### config.mk
export PLATFORM = sky130hd
export DESIGN_NAME = tec_config
export DESIGN_NICKNAME = d
export VERILOG_FILES = /design/src/hw/tec_pkg.sv /design/src/hw/tec_config.sv /design/src/hw/tec_event_ctl.sv /design/src/hw/tec_trip_cmp.sv
export SDC_FILE = /design/constraint.sdc
export NUM_CORES = 1
export LEC_CHECK = 0
export CAP_MARGIN = 20
export CORE_UTILIZATION = 65
export CTS_BUF_LIST = sky130_fd_sc_hd__clkbuf_8
export CTS_CLUSTER_SIZE = 30
export DETAILED_ROUTE_END_ITERATION = 10
export DONT_BUFFER_PORTS = 1
export PLACE_DENSITY_LB_ADDON = 0.25
export SETUP_SLACK_MARGIN = 0.1
export SLEW_MARGIN = 20
export SYNTH_ARGS = -nofsm -noshare
export SYNTH_HDL_FRONTEND = slang
export SYNTH_SLANG_ARGS = --single-unit
export TNS_END_PERCENT = 100
### constraint.sdc
create_clock -name clk_i -period 3.8 [get_ports clk_i]
set_input_delay 0.76 -clock clk_i [delete_from_list [all_inputs] [get_ports clk_i]]
set_output_delay 0.76 -clock clk_i [all_outputs]
set_load 0.005 [all_outputs]
### src/hw/tec_pkg.sv
// constants and field layout for the thermal event configuration block
`default_nettype none
package tec_pkg;
  localparam int unsigned DATA_W       = 16;
  localparam int unsigned TEMP_W       = 13;
  localparam int unsigned SEL_W        = 3;
  localparam int unsigned HYST_W       = 7;

  // register pointer values
  localparam logic [2:0]  SEL_CONFIG   = 3'h1;
  localparam logic [2:0]  SEL_UPPER    = 3'h2;
  localparam logic [2:0]  SEL_LOWER    = 3'h3;
  localparam logic [2:0]  SEL_CRIT     = 3'h4;

  // configuration word bit positions
  localparam int unsigned B_MODE       = 0;
  localparam int unsigned B_POL        = 1;
  localparam int unsigned B_CRIT_ONLY  = 2;
  localparam int unsigned B_OUT_EN     = 3;
  localparam int unsigned B_STATUS     = 4;
  localparam int unsigned B_CLEAR      = 5;
  localparam int unsigned B_ALARM_LOCK = 6;
  localparam int unsigned B_CRIT_LOCK  = 7;
  localparam int unsigned B_SHDN       = 8;
  localparam int unsigned B_HYST_LO    = 9;
  localparam int unsigned B_HYST_HI    = 10;
  localparam int unsigned B_RSVD_LO    = 11;
  localparam int unsigned CTRL_W       = 4;

  // threshold layout: value in bits 12:2, low two bits and top three read 0
  localparam int unsigned THR_HI       = 12;
  localparam int unsigned THR_LO       = 2;
  localparam int unsigned THR_W        = THR_HI - THR_LO + 1;

  localparam logic [15:0] CFG_RESET    = 16'h0000;
  localparam logic [15:0] THR_RESET    = 16'h0000;
  localparam logic [3:0]  CTRL_RESET   = 4'h0;
  localparam logic [1:0]  HYST_RESET   = 2'h0;

  // hysteresis in sensor steps of 1/16 degree
  localparam logic [1:0]  HYST_OFF     = 2'h0;
  localparam logic [1:0]  HYST_1P5     = 2'h1;
  localparam logic [1:0]  HYST_3       = 2'h2;
  localparam logic [6:0]  HSTEP_OFF    = 7'h00;
  localparam logic [6:0]  HSTEP_1P5    = 7'h18;
  localparam logic [6:0]  HSTEP_3      = 7'h30;
  localparam logic [6:0]  HSTEP_6      = 7'h60;

  typedef enum logic [1:0] {
    TEC_CMP_ABOVE,
    TEC_CMP_BELOW,
    TEC_CMP_CRIT
  } tec_cmp_e;
endpackage : tec_pkg
`default_nettype wire

### src/hw/tec_config.sv
// configuration register, trip thresholds and event pin of the sensor
`timescale 1ns/1ps
`default_nettype none
module tec_config (
  input  wire logic                        clk_i,
  input  wire logic                        rst_i,
  input  wire logic [tec_pkg::SEL_W-1:0]   reg_sel_i,
  input  wire logic                        reg_wr_i,
  input  wire logic [tec_pkg::DATA_W-1:0]  reg_wdata_i,
  output logic      [tec_pkg::DATA_W-1:0]  reg_rdata_o,
  input  wire logic                        temp_valid_i,
  input  wire logic [tec_pkg::TEMP_W-1:0]  temp_i,
  output logic                             shdn_o,
  output logic                             event_pin_o,
  output logic                             crit_trip_o,
  output logic                             above_trip_o,
  output logic                             below_trip_o
);
  logic [tec_pkg::CTRL_W-1:0]   ctrl_q;
  logic [tec_pkg::CTRL_W-1:0]   ctrl_d;
  logic                         alock_q;
  logic                         alock_d;
  logic                         clock_q;
  logic                         clock_d;
  logic                         shdn_d;
  logic [1:0]                   hyst_q;
  logic [1:0]                   hyst_d;
  logic [tec_pkg::THR_W-1:0]    upper_q;
  logic [tec_pkg::THR_W-1:0]    upper_d;
  logic [tec_pkg::THR_W-1:0]    lower_q;
  logic [tec_pkg::THR_W-1:0]    lower_d;
  logic [tec_pkg::THR_W-1:0]    crit_q;
  logic [tec_pkg::THR_W-1:0]    crit_d;
  logic [tec_pkg::DATA_W-1:0]   rdata_d;
  logic [tec_pkg::DATA_W-1:0]   cfg_word;
  logic [tec_pkg::THR_W-1:0]    wthr;
  logic [tec_pkg::TEMP_W-1:0]   upper_t;
  logic [tec_pkg::TEMP_W-1:0]   lower_t;
  logic [tec_pkg::TEMP_W-1:0]   crit_t;
  logic [tec_pkg::HYST_W-1:0]   hyst_steps;
  logic                         wr_cfg;
  logic                         wr_upper;
  logic                         wr_lower;
  logic                         wr_crit;
  logic                         locked;
  logic                         clear_req;
  logic                         active;

  // decode
  assign wr_cfg   = reg_wr_i && (reg_sel_i == tec_pkg::SEL_CONFIG);
  assign wr_upper = reg_wr_i && (reg_sel_i == tec_pkg::SEL_UPPER);
  assign wr_lower = reg_wr_i && (reg_sel_i == tec_pkg::SEL_LOWER);
  assign wr_crit  = reg_wr_i && (reg_sel_i == tec_pkg::SEL_CRIT);
  assign locked   = alock_q || clock_q;
  assign wthr     = reg_wdata_i[tec_pkg::THR_HI:tec_pkg::THR_LO];

  // configuration next state
  assign ctrl_d  = (wr_cfg && !locked) ?
                   reg_wdata_i[tec_pkg::CTRL_W-1:0] : ctrl_q;
  assign alock_d = alock_q ||
                   (wr_cfg && reg_wdata_i[tec_pkg::B_ALARM_LOCK]);
  assign clock_d = clock_q ||
                   (wr_cfg && reg_wdata_i[tec_pkg::B_CRIT_LOCK]);
  assign shdn_d  = !wr_cfg ? shdn_o :
                   !reg_wdata_i[tec_pkg::B_SHDN] ? 1'b0 :
                   locked ? shdn_o : 1'b1;
  assign hyst_d  = wr_cfg ?
                   reg_wdata_i[tec_pkg::B_HYST_HI:tec_pkg::B_HYST_LO] :
                   hyst_q;
  assign clear_req = wr_cfg && reg_wdata_i[tec_pkg::B_CLEAR];

  // thresholds
  assign upper_d = (wr_upper && !alock_q) ? wthr : upper_q;
  assign lower_d = (wr_lower && !alock_q) ? wthr : lower_q;
  assign crit_d  = (wr_crit && !clock_q) ? wthr : crit_q;
  assign upper_t = {upper_q, 2'b00};
  assign lower_t = {lower_q, 2'b00};
  assign crit_t  = {crit_q, 2'b00};

  assign hyst_steps = (hyst_q == tec_pkg::HYST_OFF) ? tec_pkg::HSTEP_OFF :
                      (hyst_q == tec_pkg::HYST_1P5) ? tec_pkg::HSTEP_1P5 :
                      (hyst_q == tec_pkg::HYST_3)   ? tec_pkg::HSTEP_3 :
                                                      tec_pkg::HSTEP_6;

  // readback; clear bit and reserved bits read 0
  assign cfg_word = {{(tec_pkg::DATA_W-tec_pkg::B_RSVD_LO){1'b0}}, hyst_q,
                     shdn_o, clock_q, alock_q, 1'b0, active,
                     ctrl_q};
  assign rdata_d =
    (reg_sel_i == tec_pkg::SEL_CONFIG) ? cfg_word :
    (reg_sel_i == tec_pkg::SEL_UPPER)  ? {3'h0, upper_q, 2'h0} :
    (reg_sel_i == tec_pkg::SEL_LOWER)  ? {3'h0, lower_q, 2'h0} :
    (reg_sel_i == tec_pkg::SEL_CRIT)   ? {3'h0, crit_q, 2'h0} :
                                          tec_pkg::CFG_RESET;

  always_ff @(posedge clk_i)
  begin
    if (rst_i)
    begin
      ctrl_q      <= tec_pkg::CTRL_RESET;
      alock_q     <= 1'b0;
      clock_q     <= 1'b0;
      shdn_o      <= 1'b0;
      hyst_q      <= tec_pkg::HYST_RESET;
      upper_q     <= '0;
      lower_q     <= '0;
      crit_q      <= '0;
      reg_rdata_o <= tec_pkg::CFG_RESET;
    end
    else
    begin
      ctrl_q      <= ctrl_d;
      alock_q     <= alock_d;
      clock_q     <= clock_d;
      shdn_o      <= shdn_d;
      hyst_q      <= hyst_d;
      upper_q     <= upper_d;
      lower_q     <= lower_d;
      crit_q      <= crit_d;
      reg_rdata_o <= rdata_d;
    end
  end

  // trip comparators
  tec_trip_cmp #(.KIND(tec_pkg::TEC_CMP_ABOVE)) u_above (
    .clk_i    (clk_i),
    .rst_i    (rst_i),
    .sample_i (temp_valid_i),
    .shdn_i   (shdn_o),
    .temp_i   (temp_i),
    .thr_i    (upper_t),
    .hyst_i   (hyst_steps),
    .trip_o   (above_trip_o)
  );

  tec_trip_cmp #(.KIND(tec_pkg::TEC_CMP_BELOW)) u_below (
    .clk_i    (clk_i),
    .rst_i    (rst_i),
    .sample_i (temp_valid_i),
    .shdn_i   (shdn_o),
    .temp_i   (temp_i),
    .thr_i    (lower_t),
    .hyst_i   (hyst_steps),
    .trip_o   (below_trip_o)
  );

  tec_trip_cmp #(.KIND(tec_pkg::TEC_CMP_CRIT)) u_crit (
    .clk_i    (clk_i),
    .rst_i    (rst_i),
    .sample_i (temp_valid_i),
    .shdn_i   (shdn_o),
    .temp_i   (temp_i),
    .thr_i    (crit_t),
    .hyst_i   (hyst_steps),
    .trip_o   (crit_trip_o)
  );

  tec_event_ctl u_event (
    .clk_i       (clk_i),
    .rst_i       (rst_i),
    .mode_irq_i  (ctrl_q[tec_pkg::B_MODE]),
    .pol_high_i  (ctrl_q[tec_pkg::B_POL]),
    .crit_only_i (ctrl_q[tec_pkg::B_CRIT_ONLY]),
    .out_en_i    (ctrl_q[tec_pkg::B_OUT_EN]),
    .shdn_i      (shdn_o),
    .alarm_i     (above_trip_o || below_trip_o),
    .crit_i      (crit_trip_o),
    .clear_i     (clear_req),
    .active_o    (active),
    .pin_o       (event_pin_o)
  );
endmodule // tec_config
`default_nettype wire

### src/hw/tec_event_ctl.sv
// event pin control: comparator or latched interrupt operation
`timescale 1ns/1ps
`default_nettype none
module tec_event_ctl (
  input  wire logic clk_i,
  input  wire logic rst_i,
  input  wire logic mode_irq_i,
  input  wire logic pol_high_i,
  input  wire logic crit_only_i,
  input  wire logic out_en_i,
  input  wire logic shdn_i,
  input  wire logic alarm_i,
  input  wire logic crit_i,
  input  wire logic clear_i,
  output logic      active_o,
  output logic      pin_o
);
  logic trip_c;
  logic trip_prev_q;
  logic rise_c;
  logic clear_ok_c;
  logic latch_q;
  logic latch_d;
  logic active_d;

  assign trip_c = !shdn_i && (crit_i || (!crit_only_i && alarm_i));
  assign rise_c = trip_c && !trip_prev_q;
  assign clear_ok_c = clear_i && mode_irq_i && !crit_i;
  // latch only runs in interrupt operation, no stale event on mode change
  assign latch_d = !mode_irq_i ? 1'b0 :
                   rise_c ? 1'b1 :
                   (clear_ok_c || shdn_i) ? 1'b0 : latch_q;
  assign active_d = out_en_i && (mode_irq_i ? latch_d : trip_c);

  always_ff @(posedge clk_i)
  begin
    if (rst_i)
    begin
      trip_prev_q <= 1'b0;
      latch_q     <= 1'b0;
      active_o    <= 1'b0;
      pin_o       <= 1'b1;
    end
    else
    begin
      trip_prev_q <= trip_c;
      latch_q     <= latch_d;
      active_o    <= active_d;
      pin_o       <= pol_high_i ? active_d : !active_d;
    end
  end
endmodule // tec_event_ctl
`default_nettype wire

### src/hw/tec_trip_cmp.sv
// one trip comparison with hysteresis on release
`timescale 1ns/1ps
`default_nettype none
module tec_trip_cmp #(
  parameter tec_pkg::tec_cmp_e KIND = tec_pkg::TEC_CMP_ABOVE
) (
  input  wire logic                        clk_i,
  input  wire logic                        rst_i,
  input  wire logic                        sample_i,
  input  wire logic                        shdn_i,
  input  wire logic [tec_pkg::TEMP_W-1:0]  temp_i,
  input  wire logic [tec_pkg::TEMP_W-1:0]  thr_i,
  input  wire logic [tec_pkg::HYST_W-1:0]  hyst_i,
  output logic                             trip_o
);
  logic signed [tec_pkg::TEMP_W:0] temp_s;
  logic signed [tec_pkg::TEMP_W:0] thr_s;
  logic signed [tec_pkg::TEMP_W:0] hyst_s;
  logic signed [tec_pkg::TEMP_W:0] thr_dn;
  logic signed [tec_pkg::TEMP_W:0] thr_up;
  logic                            set_c;
  logic                            rel_c;
  logic                            trip_d;

  assign temp_s = {temp_i[tec_pkg::TEMP_W-1], temp_i};
  assign thr_s  = {thr_i[tec_pkg::TEMP_W-1], thr_i};
  assign hyst_s = {{(tec_pkg::TEMP_W+1-tec_pkg::HYST_W){1'b0}}, hyst_i};
  assign thr_dn = thr_s - hyst_s;
  assign thr_up = thr_s + hyst_s;

  // critical is equal-or-above, alarm limits are strict
  assign set_c = (KIND == tec_pkg::TEC_CMP_CRIT)  ? (temp_s >= thr_s) :
                 (KIND == tec_pkg::TEC_CMP_BELOW) ? (temp_s <  thr_s) :
                                                    (temp_s >  thr_s);
  assign rel_c = (KIND == tec_pkg::TEC_CMP_CRIT)  ? (temp_s <  thr_dn) :
                 (KIND == tec_pkg::TEC_CMP_BELOW) ? (temp_s >= thr_up) :
                                                    (temp_s <= thr_dn);
  assign trip_d = shdn_i ? 1'b0 :
                  !sample_i ? trip_o :
                  set_c ? 1'b1 :
                  rel_c ? 1'b0 : trip_o;

  always_ff @(posedge clk_i)
  begin
    if (rst_i)
    begin
      trip_o <= 1'b0;
    end
    else
    begin
      trip_o <= trip_d;
    end
  end
endmodule // tec_trip_cmp
`default_nettype wire

[Yosys cells after proc, flatten, opt, wreduce, memory -nomap -nowiden]
Cells that the tools add are included.
Word-level totals
  bits in registers: 65
  input bits: 36
  logic and storage cells: 96
Cells by class
  $add $sub $neg: 3
  order comparisons: 6
  equality and inequality tests: 7
  mux-type cells: 20
  reduce and logical (&&, ||, !) cells: 42
Operators by type and width (number)
  $mux 13: 3
  $sub 13x8->14: 2
  $mux 7: 3
  $logic_and 1x1->1: 17
  $add 13x8->14: 1
  $ge 13x14->1: 1
  $le 13x14->1: 1
  $lt 13x14->1: 1
  $ge 13x13->1: 1
  $gt 13x13->1: 1
  $lt 13x13->1: 1
  $mux 1: 13
  $mux 11: 1
  $logic_not 1->1: 8
  $reduce_and 2->1: 4
  $eq 3x2->1 const B: 2
  $logic_or 1x1->1: 6
  $reduce_bool 2->1: 3
  $reduce_or 2->1: 2
  $reduce_or 4->1: 1
  $eq 3x1->1 const B: 1
  $eq 3x3->1 const B: 1
  $eq 2x1->1 const B: 1
  $eq 2x2->1 const B: 1
  2 further kinds: 2

[Longest topological paths before layout]
Gate-level depths: netlist of the first run.
  depth in word-level cells: 13
  mapped depth: 17

[Hierarchy]
A second synthesis of the first run with hierarchy kept.
Second synthesis, totals
  cells, all modules: 715
  area total of the unflattened synthesis: 5825.6 um^2
Modules (own cells, without submodules)
  tec_config: instances 1, cells an instance 286, area an instance 2477.4 um^2, sequential area each 1101.1 um^2
  tec_trip_cmp at u_above: instances 1, cells an instance 147, area an instance 1091.0 um^2, sequential area each 20.0 um^2
  tec_trip_cmp at u_crit: instances 1, cells an instance 136, area an instance 1053.5 um^2, sequential area each 20.0 um^2
  tec_trip_cmp at u_below: instances 1, cells an instance 127, area an instance 1031.0 um^2, sequential area each 20.0 um^2
  tec_event_ctl: instances 1, cells an instance 19, area an instance 172.7 um^2, sequential area each 80.1 um^2

[Worst setup path before layout of the first run]
No wires, ideal clock.
  path type: register to register
  from: register hyst_q[0]
  to: register u_above.trip_o
  data arrival time: 3.304 ns
  required time: 3.678 ns
  slack: 0.373 ns
  cell stages (with the launch flop): 18
  period minus slack after synthesis: 3.427 ns
  path through: dfxtp_1 -> inv_1 -> ha_1 -> inv_1 -> ha_1 -> nor2b_1 -> o21ai_0 -> nand2b_1 -> a21boi_0 -> nand3_1 -> xnor2_1 -> ha_1 -> and4_1 -> a221o_1 -> a31oi_1 -> mux2i_1 -> a21boi_0 -> o22ai_1
On the way
  word-level cells in the longest chain between the ends: 8
  elaborated cells on any way between the ends: 10
RTL lines
  start, declared: line tec_config.sv:26  | logic [1:0] hyst_q;
  start signal, assigned: line tec_config.sv:104  | hyst_q <= tec_pkg::HYST_RESET;
  start signal, assigned: line tec_config.sv:116  | hyst_q <= hyst_d;
  $eq 2x2->1: line tec_config.sv:82  | (hyst_q == tec_pkg::HYST_3) ? tec_pkg::HSTEP_3 :
  $mux 7: line tec_config.sv:82
  $mux 7: line tec_config.sv:81  | (hyst_q == tec_pkg::HYST_1P5) ? tec_pkg::HSTEP_1P5 :
  $mux 7 (*): line tec_config.sv:80  | assign hyst_steps = (hyst_q == tec_pkg::HYST_OFF) ? tec_pkg::HSTEP_OFF :
  $sub 13x8->14 (*): line tec_trip_cmp.sv:28  | assign thr_dn = thr_s - hyst_s;
  $le 13x14->1 (*): line tec_trip_cmp.sv:37  | (temp_s <= thr_dn);
  $reduce_bool 2->1 (no source line) (*)
  $reduce_and 2->1 (no source line) (*)
  end signal, assigned: line tec_trip_cmp.sv:51  | trip_o <= trip_d;
  end, declared: line tec_trip_cmp.sv:14  | output logic trip_o
Mark *: on every way between the ends. The rest lies on a longest branch, timed or not.
A chain may end at the register's enable or synchronous reset.

[Final worst setup path of the first run]
  from: register hyst_q[0]
  to: register u_below.trip_o
On the way
  word-level cells in the longest chain between the ends: 8
  elaborated cells on any way between the ends: 10
RTL lines
  $eq 2x2->1: line tec_config.sv:82
  $mux 7: line tec_config.sv:82
  $mux 7: line tec_config.sv:81
  $mux 7 (*): line tec_config.sv:80
  $add 13x8->14 (*): line tec_trip_cmp.sv:29  | assign thr_up = thr_s + hyst_s;
  $ge 13x14->1 (*): line tec_trip_cmp.sv:36  | (KIND == tec_pkg::TEC_CMP_BELOW) ? (temp_s >= thr_up) :
  $reduce_bool 2->1 (no source line) (*)
  $reduce_and 2->1 (no source line) (*)
  end signal, assigned: line tec_trip_cmp.sv:51
  end, declared: line tec_trip_cmp.sv:14
Marked as above.

==> qor.yml, run 1 <==
outcome: "complete, no violations"
drive_gt1_share_pct: 8.59
cts-root-buf: "clkbuf_8"
met3WireLength_um: 903
synth_area_sq_um: 4760
design.core.area_sq_um: 6940
clk_pin_slew_worst_paths_ns: 0.07
initial_utilization_pct: 68.6
clock_path_buffers: 2
placed_area_sq_um: 4820
initialDrtViolationCount: 294
gp_congestion: 0.880
critPathMaxFanout: 4
dp.cells: 638
tightest_slew_ns: 0.979
die_h_um: 87.6
critPathRequiredTime_ns: 4.07
worst_clock_skew_ns: 0.00633
leakage_nw: 2.20
highest_layer: "met4"
slew_headroom_pct: 34.6
path_class: "reg -> reg"
grtUsageTotal_pct: 33.5
ir_drop_uv: 322
die_area_sq_um: 7670
worstPathArrival_ns: 3.83
drv_cap: 0
syn_area_per_cell_sq_um: 8.55
grt_pass1_wl_um: 19400
cts_made_buffers: 9
ys_seq_elements: 62
p_per_area_nw_per_um2: 323
power_mw: 1.65
ant_nets: 0
grt_antenna_before_repair: 0
fp-row-count: 30
finalHoldViolations: 0
yosys_most_used_dff: "dfxtp_1"
async_reset_ff_share_pct: 0
slew_viol_final: 0
clkSinkCount: 62
route.met2.wl_um: 5750
avgViaCountPerCell: 6.29
worst_slack_ns: 0.244
seq_area_frac_synth_pct: 26.1
min_path_type: "reg -> reg"
stdcell_count: 655
grt_pass1_vias: 4130
dr_total_vias: 4118
synth_edf_count: 0
drc: 0
startpoint_type: "flip-flop"
ys_warn_count: 0
final_nets: 674
rsz0062_at_grt: "no"
io_pins: 57
wl_met1_um: 5020
period_share_pct: 93.6
grt_overflow: 0
drt-wirelength-per-cell_um: 18.5
drt_wl_total_um: 12100
setup_viol: 0
htreeDepth: 3
end_kind: "flip-flop"
clock.fmax_ghz: 0.281
nFillCells: 526
syn_inst: 557
fin_tns_setup_ns: 0
cts_tree: "yes"
dpl.hpwl_um: 9300
num_antenna_cells: 0
synth_cell_types: 55
area_delta_synth_final_pct: 7.33
design_area_sq_um: 5110
grt_max_degree: 60
first_pass_iters: 6
period_minus_slack_ns: 3.56
dp_slack_ns: 0.0293
port_buffers: 0
die_w_um: 87.6
worstSkewPairLatency_ns: 0.34
-- synth_stat cells, types with 11 or more instances --
| cell | instances | area [sq um] |
|---|---|---|
| a21oi_1 | 43 | 215 |
| inv_1 | 47 | 176 |
| xnor2_1 | 22 | 193 |
| a21o_1 | 13 | 97.6 |
| o21ai_0 | 16 | 80.1 |
| clkbuf_1 | 12 | 45.0 |
| ha_1 | 81 | 1010 |
| nand2_1 | 26 | 97.6 |
| nand3_1 | 13 | 65.1 |
| mux2i_1 | 38 | 380 |
| a22oi_1 | 11 | 82.6 |
| dfxtp_1 | 62 | 1240 |
| nor2_1 | 69 | 259 |
-- routing by layer --
metal	GRT usage [%]	vias to the layer above
met1	42.2	1946
met5	0	-
li1	-	1956
met4	17.3	0
met3	6.22	38
met2	55.0	178
-- final cells by class --
class	instances	area, sq um	share of cell area [%]
inverters	47	176	3.45
well taps	96	120	2.35
clock inverters	6	85.1	1.67
clock buffers	10	138	2.69
multi-input cells	429	3310	64.7
flip-flops and latches	62	1250	24.4
repair buffers	5	37.5	0.735
-- registers in the layout, indices dropped and copies added (netlist names), 2 cells and up --
name	cells
crit_q	11
reg_rdata_o	13
hyst_q	2
upper_q	11
lower_q	11
ctrl_q	4
-- cells in the final DEF, fill, tap and decap left out, drive strengths merged, types with 6 or more instances in the layout --
master,instances
nor2,69
mux2i,38
clkbuf,10
inv,47
a21o,13
nor3,8
nand2,26
dfxtp,62
a22oi,11
o21ai,16
nand2b,8
ha,81
nand3,13
a21oi,43
nor2b,9
mux2,6
xnor2,22
-- final timing paths --
check / slack [ns] / end / depth (start not counted) / from
worst max-delay path: 0.24 / u_below.trip_o / 16 / hyst_q[0]
worst min-delay path: 0.47 / hyst_q[1] / 2 / hyst_q[1]
worst max register to register: 0.24 / u_below.trip_o / 16 / hyst_q[0]
worst min register to register: 0.47 / hyst_q[1] / 2 / hyst_q[1]
-- kinds of logic (layout without fill, tap and decap cells) --
family	after synthesis	after routing	share of synthesized area, %
buf+inv	68	68	5.83
other cells	1	3	0.0788
xor+xnor	24	24	4.42
compound gates	113	113	15.3
fa+ha+maj	84	84	22.5
simple gates	161	161	16.3
mux	44	44	9.41
flops	62	62	26.1
-- worst max-delay path: stages, from the launching register on --
cell	delay, ns
dfxtp_4	0.37
inv_1	0.09
ha_4	0.16
or2_2	0.34
inv_1	0.08
ha_1	0.27
a21o_1	0.23
a21oi_2	0.18
nor2_1	0.11
a41o_1	0.26
ha_1	0.30
nand2_1	0.14
or2_4	0.17
o22ai_2	0.10
a211oi_2	0.20
mux2_2	0.35
o22ai_1	0.14
-- where the power goes --
part           internal, mW  switching [mW]  leakage, nW
clock                 0.384           0.261        0.108
sequential            0.666          0.0215        0.504
combinational         0.151           0.166         1.59
-- repair_timing --
item / in CTS / in global routing
pin swaps: 0 / 4
gates resized for setup: 3 / 16
setup endpoints to repair: 2 / 3
hold buffers: 0 / 0
buffers inserted: 0 / 1
-- per-stage QoR --
step	utilization (%)	hold slack, ns
2_1_floorplan	-	0.453
4_1_cts	72.6	0.463
5_1_grt	73.6	0.456
3_3_place_gp	69.4	0.458
6_report	73.6	0.473
3_5_place_dp	69.4	0.467
(Power assumes the default switching activity.)
==> run 2, diff against run 1 <==
CORE_UTILIZATION = 50   (was 65)
==> qor.yml, run 2 (synthesized netlist as in run 1, its figures left out) <==
cts-root-buf: "clkbuf_8"
clock_path_buffers: 2
path_class: "reg -> reg"
ir_drop_uv: 268
hold_start: "hyst_q[1]"
port_buffers: 0
initial_utilization_pct: 51.5
cts_tree: "yes"
worstSkewPairLatency_ns: 0.35
setup_viol: 0
outcome: "complete, no violations"
dr_total_vias: 3974
p_per_area_nw_per_um2: 311
multiInputGateArea_sq_um: 3280
die_area_sq_um: 9920
drv_cap: 0
top_register: "reg_rdata_o"
htreeDepth: 3
tightest_slew_ns: 0.899
drive_gt1_share_pct: 8.06
clock.fmax_ghz: 0.282
finalHoldViolations: 0
final_common_cell: "ha_1"
design_area_sq_um: 5090
worstPathArrival_ns: 3.83
first_pass_iters: 4
design.core.area_sq_um: 9240
leakage_nw: 2.18
grt_antenna_before_repair: 0
clkSinkCount: 62
dp_slack_ns: 0.0678
slew_headroom_pct: 39.8
grt_pass1_vias: 4088
nFillCells: 832
period_minus_slack_ns: 3.55
drt-wirelength-per-cell_um: 17.8
largest_reg_flops: 13
die_w_um: 99.6
slew_viol_final: 0
avgViaCountPerCell: 5.78
dpl.hpwl_um: 9660
ff_latch_area_sq_um: 1240
critPathMaxFanout: 4
crit_chain: "inv_1 -> ha_2 -> or2_2 -> inv_1 -> ha_1 -> a21oi_2 -> nor2b_1 -> o21ba_2 -> nand2_1 -> xnor2_1 -> ha_1 -> a21o_1 -> a21oi_1 -> o22ai_1 -> a211oi_1 -> mux2_2 -> o22ai_1"
die_h_um: 99.6
critPathRequiredTime_ns: 4.08
placed_area_sq_um: 4860
fp-row-count: 35
drt_wl_total_um: 12200
worst_clock_skew_ns: 0.0103
ant_nets: 0
grt_pass1_wl_um: 20000
clk_pin_slew_worst_paths_ns: 0.07
reg2reg_from: "hyst_q[1]"
rsz0062_at_grt: "yes"
cp-startpoint: "hyst_q[1]"
max_stage_delay_ns: 0.36
final_nets: 673
num_antenna_cells: 0
final_cell_mix: "79 x ha_1, 68 x nor2_1, 60 x dfxtp_1, 47 x inv_1, 41 x a21oi_1"
grtUsageTotal_pct: 26.3
final_util_pct: 55.1
period_share_pct: 93.4
drc: 0
crit_slowest_cell: "mux2_2"
area_delta_synth_final_pct: 6.91
initialDrtViolationCount: 171
grt_max_degree: 60
worst_slack_ns: 0.253
r2r_slack_ns: 0.25
min_path_type: "reg -> reg"
gp_congestion: 0.847
cts_made_buffers: 9
fin_tns_setup_ns: 0
end_kind: "flip-flop"
io_pins: 57
power_mw: 1.58
grt_overflow: 0
startpoint_type: "flip-flop"
[run 2: repair_timing]
action,CTS,global route
buffers inserted,0,0
gates resized for setup,2,12
endpoints found under the setup margin,3,3
hold buffers,0,0
[run 2: report_power, final]
group	internal [mW]	switching (mW)	total [mW]
logic	0.152	0.162	0.314
registers	0.667	0.0211	0.688
clock network	0.318	0.264	0.582
total	1.14	0.447	1.58
[run 2: worst max-delay path: cells and delay by family (launching register included)]
family / cells / cell delay [ns]
compound gates: 7 / 1.22
xor+xnor: 1 / 0.12
fa+ha+maj: 3 / 0.76
buf+inv: 2 / 0.16
flops: 1 / 0.34
mux: 1 / 0.36
simple gates: 3 / 0.51
[run 2: metal layers]
metal,share of wire (%),up-vias,routed length (um),track usage [%]
met5,0,-,0,0
met4,2.3,0,284,10.5
met3,5.1,24,619,4.78
met2,49,89,5960,44.4
met1,44,1917,5370,33.1
li1,-,1944,-,-
[run 2: final cells by class]
cell class	count	area share (%)
inverter	47	3.47
timing repair buffer	4	0.590
clock inverter	6	1.20
clock buffer	10	2.70
sequential	62	24.4
tap	129	3.17
multi-input combinational	429	64.4
[run 2: final timing paths]
path / to / depth (start not counted)
setup reg to reg: u_below.trip_o / 17
setup / recovery: u_below.trip_o / 17
hold reg to reg: hyst_q[1] / 2
hold / removal: hyst_q[1] / 2
[run 2: through the flow]
stage | std cells | hold slack [ns]
floorplan | 559 | 0.453
global placement | 671 | 0.461
detailed placement | 671 | 0.467
CTS | 687 | 0.460
global route | 687 | 0.458
finish | 687 | 0.468
